==> config.mk <==
export PLATFORM = sky130hd
export DESIGN_NAME = fkc_menu
export DESIGN_NICKNAME = d
export VERILOG_FILES = /design/src/fkc_key_filter.v /design/src/fkc_value_mem.v /design/src/fkc_menu.v
export VERILOG_INCLUDE_DIRS = /design/src
export SDC_FILE = /design/constraint.sdc
export NUM_CORES = 1
export LEC_CHECK = 0
export ABC_CLOCK_PERIOD_IN_PS = 7200
export BUFFER_PORTS_ARGS = -buffer_cell sky130_fd_sc_hd__buf_2
export CORE_UTILIZATION = 56
export DETAILED_ROUTE_END_ITERATION = 6
export PLACE_DENSITY = 0.81
export SETUP_SLACK_MARGIN = 0.4
export SYNTH_ARGS = -nofsm -noshare
export SYNTH_HDL_FRONTEND = slang
export SYNTH_SLANG_ARGS = --single-unit
==> constraint.sdc <==
create_clock -name mclk -period 7.2 [get_ports mclk]
set_clock_uncertainty 0.2 [all_clocks]
set_input_delay 0 -clock mclk [delete_from_list [all_inputs] [get_ports mclk]]
set_output_delay 0 -clock mclk [all_outputs]
set_load 0.01 [all_outputs]
==> src/fkc_defines.vh <==
// Constants for the front key configuration menu
`ifndef FKC_DEFINES_VH
`define FKC_DEFINES_VH
`define FKC_MAX_SESSIONS      5'd25
`define FKC_ITEM_COUNT        5'd22
`define FKC_ITEM_FIRST        5'd1
`define FKC_ITEM_LOCK         5'd22
`define FKC_ITEM_UNIT_RES     5'd8
`define FKC_ITEM_HEAT_COOL    5'd11
`define FKC_MENU_GROUP        4'h3
`define FKC_METER_TYPE_HC     3'd6
`define FKC_CLK_HZ            40000000
`define FKC_TIMEOUT_S         240
`define FKC_LOCK_HOLD_S       5
`define FKC_ENTRY_HOLD_S      9
`define FKC_DEBOUNCE_MS       20
`define FKC_LONG_MS           1000
`define FKC_DIGITS            3'd4
`endif

==> src/fkc_key_filter.v <==
// Key debouncer with brief and long press classification
`timescale 1ns/1ps
module fkc_key_filter #(
    parameter DEB_CYC  = 800000,
    parameter LONG_CYC = 40000000
) (
    // Clock and reset
    input  wire mclk,
    input  wire rst,
    // Raw key and results
    input  wire key_raw,
    output reg  key_level,
    output reg  brief_press,
    output reg  long_start,
    output reg  [31:0] held_cyc
);
    reg [31:0] deb_cnt;
    reg        long_seen;

    // Debounce: level accepted only after it has stood steady
    always @(posedge mclk or posedge rst) begin
        if (rst) begin
            deb_cnt     <= 32'h0;
            key_level   <= 1'b0;
            brief_press <= 1'b0;
            long_start  <= 1'b0;
            held_cyc    <= 32'h0;
            long_seen   <= 1'b0;
        end else begin
            brief_press <= 1'b0;
            long_start  <= 1'b0;
            if (key_raw == key_level) begin
                deb_cnt <= 32'h0;
            end else if (deb_cnt >= DEB_CYC - 1) begin
                deb_cnt   <= 32'h0;
                key_level <= key_raw;
                if (!key_raw && !long_seen) begin
                    brief_press <= 1'b1;
                end
            end else begin
                deb_cnt <= deb_cnt + 32'h1;
            end
            // Hold time counter, saturating
            if (key_level) begin
                if (held_cyc != 32'hffffffff) begin
                    held_cyc <= held_cyc + 32'h1;
                end
                if (held_cyc == LONG_CYC - 1) begin
                    long_start <= 1'b1;
                    long_seen  <= 1'b1;
                end
            end else begin
                held_cyc  <= 32'h0;
                long_seen <= 1'b0;
            end
        end
    end
endmodule

==> src/fkc_value_mem.v <==
// Small parameter store, one 4-digit BCD word per menu item
`timescale 1ns/1ps
module fkc_value_mem #(
    parameter AW = 5,
    parameter DW = 16
) (
    // Clock
    input  wire          mclk,
    // Write port
    input  wire          wr_en,
    input  wire [AW-1:0] wr_addr,
    input  wire [DW-1:0] wr_data,
    // Read port
    input  wire [AW-1:0] rd_addr,
    output reg  [DW-1:0] rd_data
);
    reg [DW-1:0] mem [0:(1<<AW)-1];
    integer      i;

    // Known contents at power-up so an edit starts from zeros
    initial begin
        for (i = 0; i < (1 << AW); i = i + 1) begin
            mem[i] = {DW{1'b0}};
        end
    end

    // Registered read; no reset so it maps to RAM
    always @(posedge mclk) begin
        if (wr_en) begin
            mem[wr_addr] <= wr_data;
        end
        rd_data <= mem[rd_addr];
    end
endmodule

==> src/fkc_menu.v <==
// Front key configuration menu controller
// Behaviour
// - At most 25 sessions; afterwards entry refused until total reset.
// - Menu reachable by default while in transport state.
// - Transport state ends at first integration or confirmed lock item.
// - Only total reset returns the device to transport state.
// - Outside transport, access reopens only after a seal-break event.
// - Long primary hold in menu exits to the other display menus.
// - Four minutes in menu times out back to first normal reading.
// - Secondary held 5 s on lock item exits and locks access.
// - Operating exits lock; transport primary/timeout exits keep access open.
// - Primary held 9 s in normal menu enters menu on release.
// - Brief primary press advances to next parameter.
// - No secondary readings; index always shown as four digits.
// - Secondary press on item starts edit at leftmost digit.
// - Brief secondary press in edit steps the flashing digit.
// - Brief primary moves right; on last digit stores and shows OK.
// - Unit/resolution code change held pending until menu exit.
// - Disabled items show Off; secondary shows frames instead of editing.
// - 22 items, index 3-001 to 3-022, lock item last.
// - Heat/cool limit editable only for meter type 6, else Off.
`timescale 1ns/1ps
`include "fkc_defines.vh"
module fkc_menu #(
    parameter CLK_HZ      = `FKC_CLK_HZ,
    parameter [39:0] TIMEOUT_CYC = 40'd1 * `FKC_TIMEOUT_S * `FKC_CLK_HZ,
    parameter LOCK_CYC    = `FKC_LOCK_HOLD_S * `FKC_CLK_HZ,
    parameter ENTRY_CYC   = `FKC_ENTRY_HOLD_S * `FKC_CLK_HZ,
    parameter DEB_CYC     = (`FKC_DEBOUNCE_MS * (`FKC_CLK_HZ / 1000)),
    parameter LONG_CYC    = (`FKC_LONG_MS * (`FKC_CLK_HZ / 1000))
) (
    // Clock and total reset
    input  wire        mclk,
    input  wire        rst,
    // Front keys, high while pressed
    input  wire        key_primary,
    input  wire        key_secondary,
    // Meter events and configuration
    input  wire        seal_break,
    input  wire        first_integration,
    input  wire        access_default_on,
    input  wire [2:0]  meter_type,
    input  wire [21:0] item_disabled,
    // Display
    output reg         in_menu,
    output reg  [15:0] disp_index,
    output wire [15:0] disp_value,
    output reg  [3:0]  flash_digit,
    output reg         show_off,
    output reg         show_frames,
    output reg         show_ok,
    output reg         to_other_menus,
    output reg         to_first_reading,
    // State toward the meter
    output reg         transport,
    output reg         access_open,
    output reg  [4:0]  session_count,
    output reg  [15:0] unit_res_code,
    output reg         unit_res_commit
);
    localparam ST_NORMAL = 2'd0;
    localparam ST_BROWSE = 2'd1;
    localparam ST_EDIT   = 2'd2;

    reg  [1:0]  state;
    reg  [4:0]  item;
    reg  [2:0]  digit;
    reg  [15:0] edit_val;
    reg  [15:0] pend_code;
    reg         pend_valid;
    reg  [39:0] menu_timer; // Four minutes at 40 MHz needs more than 32 bits
    reg         arm_entry;
    wire [4:0]  idx_tens;
    wire [4:0]  idx_ones;
    reg         wr_en;
    wire        p_level;
    wire        p_brief;
    wire        p_long;
    wire [31:0] p_held;
    wire        s_level;
    wire        s_brief;
    wire        s_long;
    wire [31:0] s_held;
    wire [15:0] rd_data;
    wire        item_off;
    wire        granted_ok;
    wire [3:0]  cur_nib;
    wire [3:0]  next_nib;

    // Both keys share one debounce and hold classifier design
    fkc_key_filter #(.DEB_CYC(DEB_CYC), .LONG_CYC(LONG_CYC)) u_pri (
        .mclk        (mclk),
        .rst         (rst),
        .key_raw     (key_primary),
        .key_level   (p_level),
        .brief_press (p_brief),
        .long_start  (p_long),
        .held_cyc    (p_held)
    );
    fkc_key_filter #(.DEB_CYC(DEB_CYC), .LONG_CYC(LONG_CYC)) u_sec (
        .mclk        (mclk),
        .rst         (rst),
        .key_raw     (key_secondary),
        .key_level   (s_level),
        .brief_press (s_brief),
        .long_start  (s_long),
        .held_cyc    (s_held)
    );

    // Stored parameter values
    fkc_value_mem #(.AW(5), .DW(16)) u_mem (
        .mclk    (mclk),
        .wr_en   (wr_en),
        .wr_addr (item),
        .wr_data (edit_val),
        .rd_addr (item),
        .rd_data (rd_data)
    );

    // Disabled at factory, or heat/cool limit on a non type-6 meter
    assign item_off = item_disabled[item - 5'd1] |
                      ((item == `FKC_ITEM_HEAT_COOL) && (meter_type != `FKC_METER_TYPE_HC));
    // Entry allowed only under the lifetime limit
    assign granted_ok = access_open && (session_count < `FKC_MAX_SESSIONS);
    // Shown value: the edit copy while editing, else pending or stored
    assign disp_value = (state == ST_EDIT) ? edit_val :
                        ((item == `FKC_ITEM_UNIT_RES) && pend_valid) ? pend_code : rd_data;
    assign cur_nib  = edit_val[15 - 4 * digit -: 4];
    assign next_nib = (cur_nib >= 4'h9) ? 4'h0 : cur_nib + 4'h1;

    // Item number split into two BCD digits
    assign idx_tens = item / 5'd10;
    assign idx_ones = item % 5'd10;

    // Index shown as four digits 3-0xx, never a secondary reading
    always @* begin
        disp_index = {`FKC_MENU_GROUP, 4'h0, idx_tens[3:0], idx_ones[3:0]};
    end

    // Menu state machine, session limits and transport handling
    always @(posedge mclk or posedge rst) begin
        if (rst) begin
            state            <= ST_NORMAL;
            item             <= `FKC_ITEM_FIRST;
            digit            <= 3'd0;
            edit_val         <= 16'h0;
            pend_code        <= 16'h0;
            pend_valid       <= 1'b0;
            menu_timer       <= 40'h0;
            arm_entry        <= 1'b0;
            wr_en            <= 1'b0;
            in_menu          <= 1'b0;
            flash_digit      <= 4'h0;
            show_off         <= 1'b0;
            show_frames      <= 1'b0;
            show_ok          <= 1'b0;
            to_other_menus   <= 1'b0;
            to_first_reading <= 1'b0;
            transport        <= 1'b1;
            access_open      <= 1'b1; // reset default, corrected next cycle by strap
            session_count    <= 5'd0;
            unit_res_code    <= 16'h0;
            unit_res_commit  <= 1'b0;
        end else begin
            wr_en            <= 1'b0;
            to_other_menus   <= 1'b0;
            to_first_reading <= 1'b0;
            unit_res_commit  <= 1'b0;
            show_off         <= (state != ST_NORMAL) && item_off;
            show_frames      <= (state == ST_BROWSE) && item_off && s_level;
            // Transport ends at first integration
            if (first_integration && transport) begin
                transport <= 1'b0;
            end
            // Seal break reopens access once outside transport
            if (seal_break && !transport) begin
                access_open <= 1'b1;
            end
            // Strap sampled while idle in transport before any session
            if (transport && session_count == 5'd0 && state == ST_NORMAL && !arm_entry) begin
                access_open <= access_default_on;
            end
            if (state != ST_NORMAL) begin
                menu_timer <= menu_timer + 40'h1;
            end
            case (state)
                ST_NORMAL: begin
                    // Arm after a 9 s hold, grant at release
                    if (p_level && p_held == ENTRY_CYC - 1) begin
                        arm_entry <= 1'b1;
                    end
                    if (!p_level && arm_entry) begin
                        arm_entry <= 1'b0;
                        if (granted_ok) begin
                            state         <= ST_BROWSE;
                            in_menu       <= 1'b1;
                            item          <= `FKC_ITEM_FIRST;
                            menu_timer    <= 40'h0;
                            session_count <= session_count + 5'd1;
                        end
                    end
                end
                ST_BROWSE: begin
                    show_ok <= show_ok & ~(p_brief | s_level);
                    if (p_brief) begin
                        item <= (item == `FKC_ITEM_COUNT) ? `FKC_ITEM_FIRST : item + 5'd1;
                    end else if (s_brief && !item_off && item != `FKC_ITEM_LOCK) begin
                        // Entered on release so the opening press does not also step the digit
                        state       <= ST_EDIT;
                        digit       <= 3'd0;
                        flash_digit <= 4'b1000;
                        edit_val    <= ((item == `FKC_ITEM_UNIT_RES) && pend_valid) ? pend_code : rd_data;
                    end
                end
                ST_EDIT: begin
                    if (s_brief) begin
                        edit_val[15 - 4 * digit -: 4] <= next_nib;
                    end else if (p_brief) begin
                        if (digit == `FKC_DIGITS - 3'd1) begin
                            state       <= ST_BROWSE;
                            flash_digit <= 4'h0;
                            show_ok     <= 1'b1;
                            if (item == `FKC_ITEM_UNIT_RES) begin
                                pend_code  <= edit_val;
                                pend_valid <= 1'b1;
                            end else begin
                                wr_en <= 1'b1;
                            end
                        end else begin
                            digit       <= digit + 3'd1;
                            flash_digit <= flash_digit >> 1;
                        end
                    end
                end
                default: state <= ST_NORMAL;
            endcase
            // Exits: lock item hold, long primary, timeout
            if (state != ST_NORMAL) begin
                if (state == ST_BROWSE && item == `FKC_ITEM_LOCK && s_level && s_held == LOCK_CYC - 1) begin
                    access_open <= 1'b0;
                    transport   <= 1'b0;
                    to_first_reading <= 1'b1;
                    state <= ST_NORMAL;
                end else if (p_long) begin
                    to_other_menus <= 1'b1;
                    if (!transport) access_open <= 1'b0;
                    state <= ST_NORMAL;
                end else if (menu_timer >= TIMEOUT_CYC - 1) begin
                    to_first_reading <= 1'b1;
                    if (!transport) access_open <= 1'b0;
                    state <= ST_NORMAL;
                end
                if ((state == ST_BROWSE && item == `FKC_ITEM_LOCK && s_level && s_held == LOCK_CYC - 1)
                    || p_long || menu_timer >= TIMEOUT_CYC - 1) begin
                    in_menu     <= 1'b0;
                    flash_digit <= 4'h0;
                    show_ok     <= 1'b0;
                    item        <= `FKC_ITEM_FIRST;
                    if (pend_valid) begin
                        unit_res_code   <= pend_code;
                        unit_res_commit <= 1'b1;
                        pend_valid      <= 1'b0;
                    end
                end
            end
        end
    end
endmodule

Word level (Yosys, flattened, before mapping)
Memories as Yosys holds them, arrays and structs flattened. A register that Yosys moved wholly into a read port is not among the register bits.
Cells that the tools add are included.
{ "totals": {"reg_bits": 254, "mem_bits_rw": 512, "input_bits": 32, "out_inout_bits": 66, "elab_cells": 247, "mem_count": 1} }
{ "mem_list": {"columns": ["name", "words", "width", "rd", "rd_clocked_by_memory_dff", "wr", "line", "source"], "rows": [
  ["u_mem.mem", 32, 16, 1, 1, 1, "fkc_value_mem.v:17", "reg [DW-1:0] mem [0:(1<<AW)-1];"]
]} }
{ "classes": {"add_sub_neg": 12, "div_mod_pow": 2, "n_lt_le_gt_ge": 6, "n_eq_ne": 26, "shift": 3, "muxes": 115, "n_bitwise": 7, "reduce_logical": 43} }
{ "ops": {"columns": ["cell", "n"], "rows": [
  ["32-bit 2-to-1 mux", 8],
  ["40-bit 2-to-1 mux", 4],
  ["32-bit by 1-bit adder with 32-bit output, second input constant", 4],
  ["16-bit 2-to-1 mux", 5],
  ["32-bit by 26-bit equality test with 1-bit output, second input constant", 2],
  ["32-bit by 20-bit >= comparator with 1-bit output, second input constant", 2],
  ["32-bit inequality test, second input constant", 2],
  ["1-bit 2-to-1 mux", 60],
  ["40-bit by 1-bit adder with 40-bit output, second input constant", 1],
  ["40-bit by 34-bit >= comparator with 1-bit output, second input constant", 1],
  ["32-bit negation with 34-bit output", 1],
  ["4-bit by 34-bit variable shift with 19-bit output, first input constant", 1],
  ["4-bit by 34-bit indexed part select with 19-bit output", 1],
  ["19-bit by 33-bit indexed part select with 4-bit output", 1],
  ["32-bit by 28-bit equality test with 1-bit output, second input constant", 1],
  ["32-bit by 29-bit equality test with 1-bit output, second input constant", 1],
  ["16-bit case mux with 2 select lines", 1],
  ["5-bit 2-to-1 mux", 6],
  ["4-bit 2-to-1 mux", 7],
  ["2-bit 2-to-1 mux", 11],
  ["1-bit logical AND", 20],
  ["3-bit 2-to-1 mux", 6],
  ["16-bit bitwise mux", 1],
  ["2-bit inequality test, second input constant", 8],
  ["other kinds (38)", 59]
]} }

Longest topological paths before layout
{ "logic_depth": {"depth_word": 14, "ltp_mapped": 14, "ltp_nobuf": 10} }

Modules after synthesis
A second synthesis with hierarchy kept.
{ "hier_totals": {"hier_cells": 2538, "area_unflattened_um2": 34513.1} }
{ "by_module_without_submodules": {"columns": ["mod", "n_inst", "cells_per_inst", "area_each_um2", "seq_area_each_um2"], "rows": [
  ["fkc_value_mem", 1, 1143, 20534.7, 15695.1],
  ["fkc_menu", 1, 725, 7181.9, 2981.6],
  ["fkc_key_filter", 2, 335, 3398.3, 1701.6]
]} }

Worst setup path before layout
Ideal clock, no wire load.
{ "synth_path": {"path_type": "register to register", "startpoint": "register item[0]", "endpoint": "register edit_val[0]", "arrival_ns": 3.776, "required_time_ns": 6.875, "slack_ns": 3.099, "stages_incl_launch_ff": 14, "n_path_buf": 5, "period_less_slack_ns": 4.101, "path_cell_list": "dfstp_2 -> buf_6 -> buf_6 -> buf_2 -> buf_1 -> inv_1 -> ha_1 -> buf_1 -> mux4_2 -> mux2_2 -> o21ai_1 -> o2111ai_4 -> a22oi_4 -> mux2_4"} }
{ "synth_via": {"elab_chain_len": 9} }
{ "synth_rtl": {"columns": ["element", "line", "source"], "rows": [
  ["start, declared", "fkc_menu.v:66", "reg [4:0] item;"],
  ["start signal, assigned", "fkc_menu.v:144", "item <= `FKC_ITEM_FIRST;"],
  ["start signal, assigned", "fkc_menu.v:197", "item <= `FKC_ITEM_FIRST;"],
  ["start signal, assigned", "fkc_menu.v:206", "item <= (item == `FKC_ITEM_COUNT) ? `FKC_ITEM_FIRST : item + 5'd1;"],
  ["5-bit by 1-bit subtractor with 5-bit output", "fkc_menu.v:121", "assign item_off = item_disabled[item - 5'd1] |"],
  ["1-bit binary-select mux with 5-bit select", "fkc_menu.v:121", null],
  ["1-bit 2-to-1 mux (not written as such)", "fkc_menu.v:121", null],
  ["1-bit OR", "fkc_menu.v:121", null],
  ["1-bit logical NOT", "fkc_menu.v:207", "end else if (s_brief && !item_off && item != `FKC_ITEM_LOCK) begin"],
  ["1-bit logical AND", "fkc_menu.v:207", null],
  ["1-bit logical AND (no line)", null, null],
  ["2-bit inequality test (no line)", null, null],
  ["4-bit AND reduction (no line)", null, null],
  ["end signal, assigned", "fkc_menu.v:212", "edit_val <= ((item == `FKC_ITEM_UNIT_RES) && pend_valid) ? pend_code : rd_data;"],
  ["end signal, assigned by index", "fkc_menu.v:217", "edit_val[15 - 4 * digit -: 4] <= next_nib;"],
  ["end, declared", "fkc_menu.v:68", "reg [15:0] edit_val;"]
]} }
Parallel ways exist; a longest one is shown, timed or not. The select of a mux whose other input is x is not followed.
A chain may end at the register's enable or synchronous reset.

Worst setup path after layout
{ "layout_path": {"startpoint": "register item[3]", "endpoint": "output disp_value[5]"} }
{ "layout_via": {"elab_chain_len": 4} }
{ "layout_rtl": {"columns": ["element", "line", "source"], "rows": [
  ["5-bit by 4-bit equality test with 1-bit output (no line)", null, null],
  ["1-bit logical AND", "fkc_menu.v:127", "((item == `FKC_ITEM_UNIT_RES) && pend_valid) ? pend_code : rd_data;"],
  ["16-bit 2-to-1 mux", "fkc_menu.v:127", null],
  ["16-bit 2-to-1 mux", "fkc_menu.v:126", "assign disp_value = (state == ST_EDIT) ? edit_val :"],
  ["end, declared", "fkc_menu.v:47", "output wire [15:0] disp_value,"]
]} }
No other way between the ends.

==> flow_summary.json <==
{
  "fp-row-count": 88,
  "ys_warn_count": 0,
  "die_w_um": 245.2,
  "seq_area_sq_um": 22060,
  "via_per_inst": 6.404,
  "rsz0062_at_grt": "no",
  "p_int_mw": 7.024,
  "fmax_mhz": 233.1,
  "cts.sinks": 782,
  "cts_setup_buffers": 0,
  "grt_pass1_wl_mm": 122.2,
  "synth_seq_area_share_pct": 66.58,
  "combPwrFrac_pct": 0.8,
  "ioPinCount": 98,
  "clockRootBuffer": "clkbuf_16",
  "seqPwrFrac_pct": 54.5,
  "ys_types": 76,
  "required_ns": 7.00,
  "path_max_fanout": 26,
  "finalCriticalPeriod_ns": 4.290,
  "vias": 20080,
  "startpoint_type": "flop",
  "clockBufferDepth": 3,
  "drc": 0,
  "crit_top_cell": "mux2i_1",
  "p_sw_share_pct": 19.58,
  "yosysTopAreaCell": "edfxtp_1",
  "worst_pin_slew_ns": 1.315,
  "synth_cells": 2150,
  "hold_buffers": 10,
  "core_area_sq_um": 58030,
  "clock_latency_ns": 0.63,
  "grt_pass1_vias": 20490,
  "final_common_cell": "edfxtp_1",
  "outcome": "finished, violations left",
  "crit_buf_inv": 1,
  "cpPeakStageDelay_ns": 0.93,
  "switching_power_mw": 1.710,
  "violations": "negative hold slack",
  "antenna_found_initial": 22,
  "drive_gt1_share_pct": 19.74,
  "setup_viol": 0,
  "hold_ws_ns": -0.004588,
  "cap_violations": 0,
  "crit_type": "reg -> out",
  "synthArstFlopShare_pct": 32.48,
  "cts_tree": "yes",
  "die_h_um": 245.2,
  "ir_drop_v": 0.0002453,
  "gp_congestion": 0.8499,
  "cp_slowest_cell": "nand3_1",
  "utilization_pct": 64.00,
  "min_path_type": "in -> async",
  "cellLeakagePower_nw": 12.65,
  "rrSetupSlack_ns": 3.17,
  "drtPass1Iterations": 6,
  "relSlewSlack_pct": 12.33,
  "grt_start_max_net_pins": 192,
  "drt_iter0_markers": 2330,
  "synth_seq_cells": 782,
  "drv_slew": 0,
  "fill_cells": 3842,
  "final_antenna_net_count": 0,
  "cp-end-kind": "output port",
  "io_buffer_count": 87,
  "hold_viol_final": 6,
  "area_growth_pct": 12.11,
  "power_frac_clock_pct": 44.6,
  "period_share_pct": 59.58,
  "post_drt_wl_per_cell_um": 25.74,
  "grt_overflow": 0,
  "synth-edff-count": 512,
  "detailed_place_hpwl_mm": 48.80,
  "crit_arrival_ns": 4.09,
  "finalSetupTns_ns": 0,
  "cts_inserted_buffers": 78,
  "die_area_sq_um": 60130,
  "nNetsFinal": 2357,
  "crit_chain": "nor3b_1, nand3_1, mux2i_1, mux2i_1, buf_2",
  "p_per_area_nw_per_um2": 235.2,
  "clk_pin_slew_ns": 0.06,
  "track_usage_pct": 27.41,
  "cts_resized": 0,
  "synth_top_area_share_pct": 46.41,
  "multiInputGateArea_sq_um": 10490,
  "wl_mm": 80.69,
  "layout_common_cells": "512 x edfxtp_1, 248 x dfrtp_1, 188 x nor2_1",
  "syn_area_sq_um": 33130,
  "syn_avg_cell_area_sq_um": 15.41,
  "synth_area_leaders": "edfxtp_1 46%, dfrtp_1 19%, mux4_2 11%, nor2_1 2.1%, xor2_1 1.9%",
  "initial_core_util_pct": 57.09,
  "htree_levels": 3,
  "path_delay_family": "simple AND/OR/NAND/NOR gates",
  "synthFlopType": "edfxtp_1"
}
## worst paths after layout
kind,start,endpoint,cells after the start
max reg2reg,item[2],unit_res_code[4],8
min,rst,edit_val[8],4
min in group mclk,key_secondary,u_sec.key_level,3
max in group asynchronous,rst,item[1],5
max,item[3],disp_value[5],5
min reg2reg,u_pri.long_seen,u_pri.brief_press,1
## logic make-up (layout without fill, tap and decap cells)
group	count (synthesis)	count (layout)	share of synthesized area, %
flops	782	782	66.58
simple gates	637	637	9.461
mux	242	242	13.92
compound gates	173	173	3.675
buf+inv	164	343	2.130
xor+xnor	128	128	3.384
fa+ha+maj	22	22	0.8309
other cells	2	43	0.02267
## sequential cells by signal (all words and copies together), names as in the netlist, 32 cells and up
signal          count
u_pri.deb_cnt      32
u_sec.deb_cnt      32
u_sec.held_cyc     32
u_mem.mem         512
u_pri.held_cyc     32
menu_timer         40
## layout make-up
type | count | area share, %
antenna | 9 | 0.06064
clock inverter | 30 | 0.6603
timing repair buffer | 146 | 2.500
multi-input combinational | 1236 | 28.24
clock buffer | 108 | 5.940
inverter | 59 | 0.6064
tap | 765 | 2.577
sequential | 782 | 59.41
## cell usage after synthesis, types with 8 or more instances
cell type and number:
o21ai_0 59, mux2i_1 41, nor4_1 24, dfxtp_1 16, nand3_1 62, nand2_1 157
nor2b_1 8, mux4_2 169, and4_1 9, nor2_1 188, ha_1 22, nor3_1 30
inv_1 59, buf_4 12, clkbuf_1 65, a211oi_1 10, nand2b_1 10, mux2_4 9
and3_1 20, xnor2_1 58, buf_2 18, edfxtp_1 512, or3_1 13, mux2_2 19
a21oi_1 23, a2111oi_0 8, xor2_1 70, o22ai_1 13, and2_1 39, nand4_1 35
dfrtp_1 251
## worst register-to-register path, delay by kind of cell, from the launching register on
family / cells / cell delay (ns)
buffers and inverters: 2 / 1.00
muxes: 1 / 0.44
DFF: 1 / 0.40
and+or+nand+nor: 4 / 1.55
AOI/OAI and AO/OA: 1 / 0.33
## metal layers
layer | GRT usage (%) | routed length (um)
met5 | 0 | 106
met3 | 5.303 | 7692
met1 | 35.62 | 29660
met2 | 45.13 | 39940
met4 | 12.10 | 3293
## power by group through the flow
stage / registers [mW] / logic (mW) / clock network, mW
floorplan: 4.85 / 0.0483 / 0
global placement: 4.85 / 0.0655 / 0
detailed placement: 4.85 / 0.0682 / 0
CTS: 4.76 / 0.0725 / 3.95
global route: 4.76 / 0.0826 / 4.10
finish: 4.76 / 0.0718 / 3.90
## stage by stage
step	worst slack (ns)	area, sq um	hold WS [ns]	instances	total power [mW]
2_1_floorplan	3.099	33250	-0.1634	2182	4.900
3_3_place_gp	3.390	34560	-0.07473	2978	4.918
3_5_place_dp	3.248	34560	-0.07167	2978	4.922
4_1_cts	2.935	37120	0.001918	3126	8.780
5_1_grt	2.741	37140	0.07565	3134	8.947
6_report	2.910	37140	-0.004588	3135	8.734
(Power assumes the default switching activity.)
